### config.mk
export PLATFORM = sky130hd
export DESIGN_NAME = cpt_regs
export DESIGN_NICKNAME = d
export VERILOG_FILES = /design/src/hdl/cpt_pkg.sv /design/src/hdl/cpt_regs.sv /design/src/hdl/cpt_thr_lut.sv
export SDC_FILE = /design/constraint.sdc
export NUM_CORES = 1
export LEC_CHECK = 0
export BUFFER_PORTS_ARGS = -buffer_cell sky130_fd_sc_hd__buf_2
export CORE_MARGIN = 3
export CORE_UTILIZATION = 44
export DETAILED_ROUTE_END_ITERATION = 8
export GPL_ROUTABILITY_DRIVEN = 0
export PLACE_DENSITY_LB_ADDON = 0.25
export SYNTH_ARGS = -nofsm -noshare
export SYNTH_HDL_FRONTEND = slang
export SYNTH_SLANG_ARGS = --single-unit
### constraint.sdc
create_clock -name clk_in -period 1.8 [get_ports clk_in]
set_input_delay 0.36 -clock clk_in [delete_from_list [all_inputs] [get_ports clk_in]]
set_output_delay 0.36 -clock clk_in [all_outputs]
set_load 0.01 [all_outputs]
### src/hdl/cpt_pkg.sv
package cpt_pkg;
    // Register addresses
    localparam logic [7:0] CPT_ADDR_PART_INFO = 8'h0b;
    localparam logic [7:0] CPT_ADDR_THERMAL = 8'h0c;
    // Part info layout
    localparam int CPT_RST_CMD_BIT = 7;
    localparam int CPT_PART_CODE_LSB = 3;
    localparam int CPT_PART_CODE_W = 4;
    localparam logic [2:0] CPT_PART_RSVD_VAL = 3'h4;
    // Thermal profile layout
    localparam int CPT_COOL_SCALE_LSB = 6;
    localparam int CPT_WARM_SCALE_LSB = 4;
    localparam int CPT_COOL_THR_LSB = 2;
    localparam int CPT_WARM_THR_LSB = 0;
    localparam logic [7:0] CPT_THERMAL_RESET = 8'h75;
    // Bits restored by register-reset command (others only by watchdog or rst_in)
    localparam logic [7:0] CPT_THERMAL_CMD_MASK = 8'hf5;
    // Scale codes
    localparam logic [1:0] CPT_SCALE_NONE = 2'h0;
    localparam logic [1:0] CPT_SCALE_20 = 2'h1;
    localparam logic [1:0] CPT_SCALE_50 = 2'h2;
    localparam logic [1:0] CPT_SCALE_FULL = 2'h3;
    // Threshold ratios in hundredths of a percent
    localparam logic [12:0] CPT_COOL_THR_0 = 13'd7075;
    localparam logic [12:0] CPT_COOL_THR_1 = 13'd6825;
    localparam logic [12:0] CPT_COOL_THR_2 = 13'd6525;
    localparam logic [12:0] CPT_COOL_THR_3 = 13'd6225;
    localparam logic [12:0] CPT_WARM_THR_0 = 13'd4825;
    localparam logic [12:0] CPT_WARM_THR_1 = 13'd4475;
    localparam logic [12:0] CPT_WARM_THR_2 = 13'd4075;
    localparam logic [12:0] CPT_WARM_THR_3 = 13'd3775;

    // Register access request
    typedef struct packed {
        logic wr;
        logic rd;
        logic [7:0] addr;
        logic [7:0] data;
    } cpt_req_type;

    // Decoded thermal profile controls
    typedef struct packed {
        logic [6:0] cool_pct;
        logic [6:0] warm_pct;
        logic cool_timer_double;
        logic warm_timer_double;
        logic [12:0] cool_thr;
        logic [12:0] warm_thr;
    } cpt_ctl_type;
endpackage : cpt_pkg

### src/hdl/cpt_regs.sv
`timescale 1ns/100ps
// How it works
// - Writing one to reset bit restores marked defaults, restarts safety timer, self-clears.
// - Cool scale codes: none, 20%, 50%, 100%; default 20%.
// - Warm scale codes same coding; default 100%.
// - Full-current code in a range disables safety timer doubling there.
// - Cool threshold select: 70.75, 68.25 default, 65.25, 62.25 percent.
// - Warm threshold select: 48.25, 44.75 default, 40.75, 37.75 percent.
// - Thermal register resets 0x75; watchdog restores all, command restores marked.
// - Watchdog expiry enters default mode and sets a status flag.
module cpt_regs #(
    parameter logic [3:0] PART_CODE = 4'h3 // Arbitrary neutral value
) (
    // Clock and reset
    input wire logic clk_in,
    input wire logic rst_in,
    // Register access
    input wire cpt_pkg::cpt_req_type req_in,
    output logic [7:0] rdata_out,
    output logic rvalid_out,
    // Watchdog
    input wire logic wdog_expire_in,
    input wire logic wdog_flag_clr_in,
    output logic wdog_fault_out,
    // Controls to the charger
    output logic safety_timer_restart_out,
    output cpt_pkg::cpt_ctl_type ctl_out
);
    import cpt_pkg::*;

    // Percentage for a scale code
    function automatic logic [6:0] scale_pct(input logic [1:0] code);
        unique case (code)
            CPT_SCALE_NONE: scale_pct = 7'd0;
            CPT_SCALE_20: scale_pct = 7'd20;
            CPT_SCALE_50: scale_pct = 7'd50;
            CPT_SCALE_FULL: scale_pct = 7'd100;
        endcase
    endfunction : scale_pct

    typedef struct packed {
        logic [7:0] thermal;
        logic [7:0] rdata;
        logic rvalid;
        logic wdog_fault;
        logic timer_restart;
        logic [6:0] cool_pct;
        logic [6:0] warm_pct;
        logic cool_dbl;
        logic warm_dbl;
    } cpt_state_type;

    cpt_state_type state_r;
    cpt_state_type state_nxt;
    logic [12:0] cool_thr;
    logic [12:0] warm_thr;
    logic rst_cmd;
    logic [7:0] part_val;

    assign rst_cmd = req_in.wr && req_in.addr == CPT_ADDR_PART_INFO
        && req_in.data[CPT_RST_CMD_BIT];
    // Reset bit always reads zero; fixed code and reserved bits
    assign part_val = {1'b0, PART_CODE, CPT_PART_RSVD_VAL};

    always_comb begin
        state_nxt = state_r;
        state_nxt.rvalid = 1'b0;
        state_nxt.timer_restart = 1'b0;
        // Host write to thermal register
        if (req_in.wr && req_in.addr == CPT_ADDR_THERMAL) begin
            state_nxt.thermal = req_in.data;
        end
        if (rst_cmd) begin
            state_nxt.thermal = (state_r.thermal & ~CPT_THERMAL_CMD_MASK)
                | (CPT_THERMAL_RESET & CPT_THERMAL_CMD_MASK);
            state_nxt.timer_restart = 1'b1;
        end
        if (wdog_flag_clr_in) begin
            state_nxt.wdog_fault = 1'b0;
        end
        if (wdog_expire_in) begin
            state_nxt.thermal = CPT_THERMAL_RESET;
            state_nxt.wdog_fault = 1'b1;
        end
        if (req_in.rd) begin
            state_nxt.rvalid = 1'b1;
            unique case (req_in.addr)
                CPT_ADDR_PART_INFO: state_nxt.rdata = part_val;
                CPT_ADDR_THERMAL: state_nxt.rdata = state_r.thermal;
                default: state_nxt.rdata = 8'h00;
            endcase
        end
        state_nxt.cool_pct = scale_pct(state_nxt.thermal[CPT_COOL_SCALE_LSB +: 2]);
        state_nxt.warm_pct = scale_pct(state_nxt.thermal[CPT_WARM_SCALE_LSB +: 2]);
        state_nxt.cool_dbl = state_nxt.thermal[CPT_COOL_SCALE_LSB +: 2] != CPT_SCALE_FULL;
        state_nxt.warm_dbl = state_nxt.thermal[CPT_WARM_SCALE_LSB +: 2] != CPT_SCALE_FULL;
    end

    // State register
    always_ff @(posedge clk_in) begin
        if (rst_in) begin
            state_r <= '{thermal: CPT_THERMAL_RESET, rdata: 8'h00, rvalid: 1'b0,
                wdog_fault: 1'b0, timer_restart: 1'b0, cool_pct: 7'd20,
                warm_pct: 7'd100, cool_dbl: 1'b1, warm_dbl: 1'b0};
        end else begin
            state_r <= state_nxt;
        end
    end

    cpt_thr_lut u_lut (
        .clk_in(clk_in),
        .rst_in(rst_in),
        .cool_sel_in(state_r.thermal[CPT_COOL_THR_LSB +: 2]),
        .warm_sel_in(state_r.thermal[CPT_WARM_THR_LSB +: 2]),
        .cool_thr_out(cool_thr),
        .warm_thr_out(warm_thr)
    );

    // Outputs
    assign rdata_out = state_r.rdata;
    assign rvalid_out = state_r.rvalid;
    assign wdog_fault_out = state_r.wdog_fault;
    assign safety_timer_restart_out = state_r.timer_restart;
    assign ctl_out = '{cool_pct: state_r.cool_pct, warm_pct: state_r.warm_pct,
        cool_timer_double: state_r.cool_dbl, warm_timer_double: state_r.warm_dbl,
        cool_thr: cool_thr, warm_thr: warm_thr};

    // Assertions
    property p_cmd_restart;
        @(posedge clk_in) disable iff (rst_in) rst_cmd |=> safety_timer_restart_out;
    endproperty
    a_cmd_restart: assert property (p_cmd_restart) else $error("no timer restart");
    property p_cmd_defaults;
        @(posedge clk_in) disable iff (rst_in)
        rst_cmd && !wdog_expire_in |=> (state_r.thermal & CPT_THERMAL_CMD_MASK) == 8'h75;
    endproperty
    a_cmd_defaults: assert property (p_cmd_defaults) else $error("cmd defaults wrong");
    property p_cool_pct;
        @(posedge clk_in) disable iff (rst_in)
        state_r.thermal[7:6] == 2'h1 |-> state_r.cool_pct == 7'd20;
    endproperty
    a_cool_pct: assert property (p_cool_pct) else $error("cool pct wrong");
    property p_warm_pct;
        @(posedge clk_in) disable iff (rst_in)
        state_r.thermal[5:4] == 2'h2 |-> state_r.warm_pct == 7'd50;
    endproperty
    a_warm_pct: assert property (p_warm_pct) else $error("warm pct wrong");
    property p_no_double;
        @(posedge clk_in) disable iff (rst_in)
        state_r.thermal[5:4] == 2'h3 |-> !ctl_out.warm_timer_double;
    endproperty
    a_no_double: assert property (p_no_double) else $error("timer doubled");
    property p_cool_thr;
        @(posedge clk_in) disable iff (rst_in)
        state_r.thermal[3:2] == 2'h0 ##1 $stable(state_r.thermal) |-> cool_thr == 13'd7075;
    endproperty
    a_cool_thr: assert property (p_cool_thr) else $error("cool thr wrong");
    property p_warm_thr;
        @(posedge clk_in) disable iff (rst_in)
        state_r.thermal[1:0] == 2'h3 ##1 $stable(state_r.thermal) |-> warm_thr == 13'd3775;
    endproperty
    a_warm_thr: assert property (p_warm_thr) else $error("warm thr wrong");
    property p_wdog;
        @(posedge clk_in) disable iff (rst_in)
        wdog_expire_in |=> state_r.thermal == 8'h75 && wdog_fault_out;
    endproperty
    a_wdog: assert property (p_wdog) else $error("watchdog defaults wrong");
    property p_part_ro;
        @(posedge clk_in) disable iff (rst_in)
        req_in.rd && req_in.addr == CPT_ADDR_PART_INFO |=> rdata_out == {1'b0, PART_CODE, 3'h4};
    endproperty
    a_part_ro: assert property (p_part_ro) else $error("part info changed");
    property p_rvalid;
        @(posedge clk_in) disable iff (rst_in)
        req_in.rd |=> rvalid_out;
    endproperty
    a_rvalid: assert property (p_rvalid) else $error("read not answered");
    property p_part_wr_ignored;
        @(posedge clk_in) disable iff (rst_in)
        req_in.wr && req_in.addr == CPT_ADDR_PART_INFO && !req_in.data[CPT_RST_CMD_BIT]
            && !wdog_expire_in |=> $stable(state_r.thermal);
    endproperty
    a_part_wr_ignored: assert property (p_part_wr_ignored) else $error("part write leaked");
    property p_cmd_keep;
        @(posedge clk_in) disable iff (rst_in)
        rst_cmd && !wdog_expire_in |=> (state_r.thermal & ~CPT_THERMAL_CMD_MASK)
            == ($past(state_r.thermal) & ~CPT_THERMAL_CMD_MASK);
    endproperty
    a_cmd_keep: assert property (p_cmd_keep) else $error("unmarked bits changed");
    property p_fault_hold;
        @(posedge clk_in) disable iff (rst_in)
        wdog_fault_out && !wdog_flag_clr_in |=> wdog_fault_out;
    endproperty
    a_fault_hold: assert property (p_fault_hold) else $error("fault flag lost");
    property p_cool_full;
        @(posedge clk_in) disable iff (rst_in)
        state_r.thermal[7:6] == 2'h3 |-> !ctl_out.cool_timer_double;
    endproperty
    a_cool_full: assert property (p_cool_full) else $error("cool timer doubled");
    property p_cool_none;
        @(posedge clk_in) disable iff (rst_in)
        state_r.thermal[7:6] == 2'h0 |-> ctl_out.cool_pct == 7'd0;
    endproperty
    a_cool_none: assert property (p_cool_none) else $error("cool charge not stopped");
    property p_warm_none;
        @(posedge clk_in) disable iff (rst_in)
        state_r.thermal[5:4] == 2'h0 |-> ctl_out.warm_pct == 7'd0;
    endproperty
    a_warm_none: assert property (p_warm_none) else $error("warm charge not stopped");
    // Main scenarios
    c_cmd: cover property (@(posedge clk_in) rst_cmd);
    c_rd_part: cover property (@(posedge clk_in) req_in.rd && req_in.addr == CPT_ADDR_PART_INFO);
    c_wdog_clr: cover property (@(posedge clk_in) wdog_expire_in && wdog_flag_clr_in);
    c_wdog: cover property (@(posedge clk_in) wdog_expire_in);
    c_wr: cover property (@(posedge clk_in) req_in.wr && req_in.addr == CPT_ADDR_THERMAL);
endmodule : cpt_regs

### src/hdl/cpt_thr_lut.sv
`timescale 1ns/100ps
// Registered threshold lookup for both thermistor ratio selects
module cpt_thr_lut (
    // Clock and reset
    input wire logic clk_in,
    input wire logic rst_in,
    // Selects
    input wire logic [1:0] cool_sel_in,
    input wire logic [1:0] warm_sel_in,
    // Ratios
    output logic [12:0] cool_thr_out,
    output logic [12:0] warm_thr_out
);
    import cpt_pkg::*;

    typedef struct packed {
        logic [12:0] cool;
        logic [12:0] warm;
    } cpt_lut_state_type;

    cpt_lut_state_type state_r;
    cpt_lut_state_type state_nxt;

    // Table lookup
    always_comb begin
        state_nxt = state_r;
        unique case (cool_sel_in)
            2'h0: state_nxt.cool = CPT_COOL_THR_0;
            2'h1: state_nxt.cool = CPT_COOL_THR_1;
            2'h2: state_nxt.cool = CPT_COOL_THR_2;
            2'h3: state_nxt.cool = CPT_COOL_THR_3;
        endcase
        unique case (warm_sel_in)
            2'h0: state_nxt.warm = CPT_WARM_THR_0;
            2'h1: state_nxt.warm = CPT_WARM_THR_1;
            2'h2: state_nxt.warm = CPT_WARM_THR_2;
            2'h3: state_nxt.warm = CPT_WARM_THR_3;
        endcase
    end

    // Output register
    always_ff @(posedge clk_in) begin
        if (rst_in) begin
            state_r <= '{cool: CPT_COOL_THR_1, warm: CPT_WARM_THR_1};
        end else begin
            state_r <= state_nxt;
        end
    end

    assign cool_thr_out = state_r.cool;
    assign warm_thr_out = state_r.warm;
endmodule : cpt_thr_lut

# After elaboration in Yosys (flattened, before gate mapping)
# Index checks and enable logic that the tools add are counted.
# Widths: inputs -> output; s select.
[word_totals]
elab_cells = 53
in_bits = 22
output_inout_bits = 53
regBits = 61
[op_classes]
n_mux = 12
reduce_logical = 11
eq_ne = 16
n_bitwise = 1
[op_table]
columns = ["cell", "n"]
rows = [
  ["$pmux 13 s4", 2],
  ["$pmux 7 s4", 2],
  ["$mux 8", 3],
  ["$eq 2x2->1 const B", 8],
  ["$eq 8x4->1 const B", 2],
  ["$pmux 8 s2", 1],
  ["$eq 2x1->1 const B", 4],
  ["$logic_not 2->1", 4],
  ["$mux 1", 4],
  ["$ne 2x2->1 const B", 2],
  ["$logic_and 1x1->1", 3],
  ["$reduce_or 3->1", 1],
  ["$reduce_and 2->1", 1],
  ["$reduce_bool 2->1", 1],
  ["$reduce_or 2->1", 1],
  ["$not 1->1", 1],
]

# Depth between registers and ports, before layout
[depth]
ltp_word = 7
mapped_depth = 8
mapped_depth_nobuf = 7

# Cells and area by module
# From an unflattened synthesis, not the netlist that was laid out.
[hier_totals]
cells_unflattened = 223
hier_area_um2 = 2173.3
[modules_own_cells]
columns = ["module", "area_per_inst_um2", "cells_per_inst", "instances", "seq_area_each_um2"]
rows = [
  ["cpt_regs", 1500.2, 163, 1, 580.6],
  ["cpt_thr_lut", 673.1, 60, 1, 300.3],
]

# Worst setup path after synthesis
# No wires, ideal clock.
[synth_path]
kind = "input-to-reg"
from = "input req_in[13] (netlist bit)"
to = "register state_r (netlist bit ctl_out[39])"
n_path_buf = 0
arrival_ns = 1.826
required_ns = 1.677
path_slack_ns = -0.149
cell_stages = 6
setup_ns = 0.123
path_cell_list = "nor4_4 nand4_4 mux2i_1 nor2b_1 ha_1 or2_2"
[synth_lines]
columns = ["element", "line_no", "source"]
rows = [
  ["from (decl)", "cpt_regs.sv:18", "input wire cpt_pkg::cpt_req_type req_in,"],
  ["to (signal assigned)", "cpt_regs.sv:102", "state_r <= '{thermal: CPT_THERMAL_RESET, rdata: 8'h00, rvalid: 1'b0,"],
  ["to (signal assigned)", "cpt_regs.sv:106", "state_r <= state_nxt;"],
  ["to (decl)", "cpt_regs.sv:53", "cpt_state_type state_r;"],
]

==> impl_metrics.yaml <==
setup_path:
  worst_ep_required_ns: 1.98
  worstSetupPathType: "in2reg"
  worst_setup_path_start_kind: "primary input"
  crit_fanout: 5
  cp-startpoint: "req_in[14]"
  slowest_stage: "sky130_fd_sc_hd__nor4_4"
  worstSetupEndpointType: "flip-flop"
  start_of_the_worst_register_to_register_path: "ctl_out[37]$_SDFF_PP1_"
  critPathMaxStageDelay_ns: 0.37
  crit_path_cell_trace: "buf_2 -> nor4_4 -> nand4_4 -> mux2i_1 -> nand2_1 -> ha_1 -> a311o_1"
  critical_path_arrival_ns: 1.89
timing:
  setup_tns_ns: 0
  report.final.hold_viol_count: 0
  maxSlewViolCount: 0
  timing.fmax_mhz: 583
  finalSetupViolations: 0
  fin_skew_ns: 0.00161
  tmin_final_ns: 1.72
  final.period_utilization: 0.953
  final_critical_path_setup_slack_ns: 0.0843
yosys:
  synth_commonest_cells: "44 x sky130_fd_sc_hd__dfxtp_1, 35 x sky130_fd_sc_hd__buf_4, 17 x sky130_fd_sc_hd__nand2_1"
  synth_area_leaders: "sky130_fd_sc_hd__dfxtp_1 44%, sky130_fd_sc_hd__buf_4 13%, sky130_fd_sc_hd__ha_1 10%"
  synth-main-ff-cell: "sky130_fd_sc_hd__dfxtp_1"
  synth_largest_type_area_fraction: 0.443
  synth-warning-count: 0
  share_of_flip_flops_with_an_asynchronous_set_or_reset_after_synthesis: 0
  netlist_area_um2: 1990
  post_synth.cell_area_avg_um2: 9.55
  most_numerous_cell_in_the_yosys_netlist: "sky130_fd_sc_hd__dfxtp_1"
  yosys.cell_types.count: 32
  ys_seq_elements: 44
  synth-edff-count: 0
  synth_seq_area_share: 0.443
  synth.largest_area_cell: "sky130_fd_sc_hd__dfxtp_1"
  syn_inst: 208
floorplanning:
  core_area_um2: 4170
  placement_rows: 23
  starting_density_of_the_core: 0.476
  die_w_um: 73.2
  overall_die_height_um: 73.2
  io_pins: 75
  die_area_um2: 5360
global_routing:
  grt_max_degree: 33
  grt_first_pass_wirelength_mm: 6.04
  globalRouteTotalUtil: 0.149
  first_global_vias: 1379
  antenna_found_initial: 0
  global_route.overflow_total: 0
clocking:
  clock_insertion_delay_worst_skew_ns: 0.29
  root_buffer: "sky130_fd_sc_hd__clkbuf_8"
  clock-sinks: 44
  cts.clk_slew.worst_paths_ns: 0.07
  cts_htree_levels: 2
  cts_hold_buffers: 0
  cts_buffer_depth: 2
  tritoncts.num_buffers: 5
  cts_tree: "done"
route:
  routed_wirelength_mm: 3.64
  drt_pre_antenna_iters: 4
  top_signal_layer_used: "met4"
  detailroute.wirelength.met2_mm: 1.71
  avgViaCountPerCell: 4.56
  met3RoutedLength_um: 291
  drt_iter0_markers: 37
  met1Wirelength_mm: 1.57
  drc: 0
  antenna_left: 0
  wl_per_cell_um: 11.4
  route.vias.total: 1454
layout:
  insertedDiodeCount: 0
  flow.area_growth_from_synthesis_pct: 19.5
  final_layout_size_suffix_gt1_frac: 0.387
  layout.core_utilization: 0.569
  final_net_count: 307
power_and_ir_drop:
  internal_power_mw: 1.29
  ir_worst_vdd_mv: 0.308
  power.switching_fraction: 0.221
  power.leakage_nw: 1.14
  seq_power_share: 0.593
  p_total_mw: 1.65
  power.net_switching_mw: 0.366
  powerDensity_nw_per_um2: 697
  power_share_of_the_combinational_group: 0.066
  share_clk_of_total_power: 0.340
placed_design:
  place.port_buffers: 64
  pre_cts_ws_ns: -0.232
  detailed_place_hpwl_mm: 2.82
run_status:
  outcome: "finished, final reports clean"
worst_hold_path:
  hold_path_class: "in2reg"
  holdCritStartpoint: "req_in[2]"
run:
  max-cap-violations: 0
-- per-layer routing --
| metal | up-vias | global-route usage |
|---|---|---|
| li1 | 755 | - |
| met1 | 635 | 0.177 |
| met2 | 54 | 0.245 |
| met3 | 10 | 0.0427 |
| met4 | 0 | 0.0738 |
| met5 | - | 0 |
-- layout make-up --
type                    count  area, µm²
fillers                   387       1800
repair buffers             87        493
clock buffers               6       72.6
well taps                  50       62.6
flip-flops and latches     44        881
multi-input cells         124        835
clock inverters             1       5.00
inverters                   7       26.3
-- placed cells by master, fill, tap and decap left out, drive strengths merged, types with 4 or more instances in the layout --
| master | synthesis | layout |
|---|---|---|
| conb | 2 | 10 |
| and2 | 4 | 4 |
| a21oi | 8 | 8 |
| or2 | 5 | 5 |
| buf | 37 | 87 |
| ha | 16 | 16 |
| inv | 7 | 7 |
| nor2 | 13 | 13 |
| nand2b | 6 | 6 |
| clkbuf | 4 | 6 |
| nand2 | 17 | 17 |
| nor2b | 9 | 9 |
| nand3 | 11 | 11 |
| dfxtp | 44 | 44 |
-- critical path: cells and delay by family --
kind                     cells  cell delay, ns
AND/OR/NAND/NOR              3            0.68
buffers and inverters        1            0.12
AO/OA/AOI/OAI                1            0.28
adder cells (fa/ha/maj)      1            0.20
multiplexers                 1            0.26
-- power by group through the flow --
| stage | combinational (mW) | sequential (mW) | clock, mW |
|---|---|---|---|
| finish | 0.110 | 0.982 | 0.563 |
| global route | 0.123 | 0.983 | 0.633 |
| CTS | 0.111 | 0.982 | 0.588 |
| detailed placement | 0.111 | 1.00 | 0 |
| global placement | 0.111 | 1.00 | 0 |
| floorplan | 0.0712 | 1.01 | 0 |
-- flip-flops by register name, summed over array words and instances (netlist names) --
register / count
ctl_out: 12
rdata_out: 8
u_lut.warm_thr_out: 8
u_lut.cool_thr_out: 7
state_r: 6
rvalid_out: 1
safety_timer_restart_out: 1
wdog_fault_out: 1
-- logic make-up after synthesis --
family / after synthesis / synth area share
adders and majority gates: 16 / 0.101
buffers and inverters: 48 / 0.158
and+or+nand+nor: 77 / 0.217
DFF: 44 / 0.443
muxes: 4 / 0.0227
AOI/OAI and AO/OA: 17 / 0.0542
other: 2 / 0.00378
-- metrics by stage --
stage          cells  hold WS (ns)  area [µm²]
2_1_floorplan    216         0.432        2020
3_3_place_gp     312         0.440        2290
3_5_place_dp     312         0.452        2290
4_1_cts          319         0.294        2370
5_1_grt          319         0.313        2370
6_report         319         0.300        2370
-- final timing paths --
kind                               endpoint  slack, ns  depth (start not counted)
hold / removal     state_r[29]$_SDFFE_PP1N_       0.30                          3
setup reg to reg     ctl_out[39]$_SDFF_PP1_       0.47                          6
setup / recovery     ctl_out[33]$_SDFF_PP1_       0.08                          7
hold reg to reg   rdata_out[0]$_SDFFE_PP0P_       0.46                          2
-- timing repair --
action | CTS | global route
setup endpoints to repair | 0 | 2
resized for setup | 0 | 2
setup buffers | 0 | 0
(Power assumes the default switching activity.)
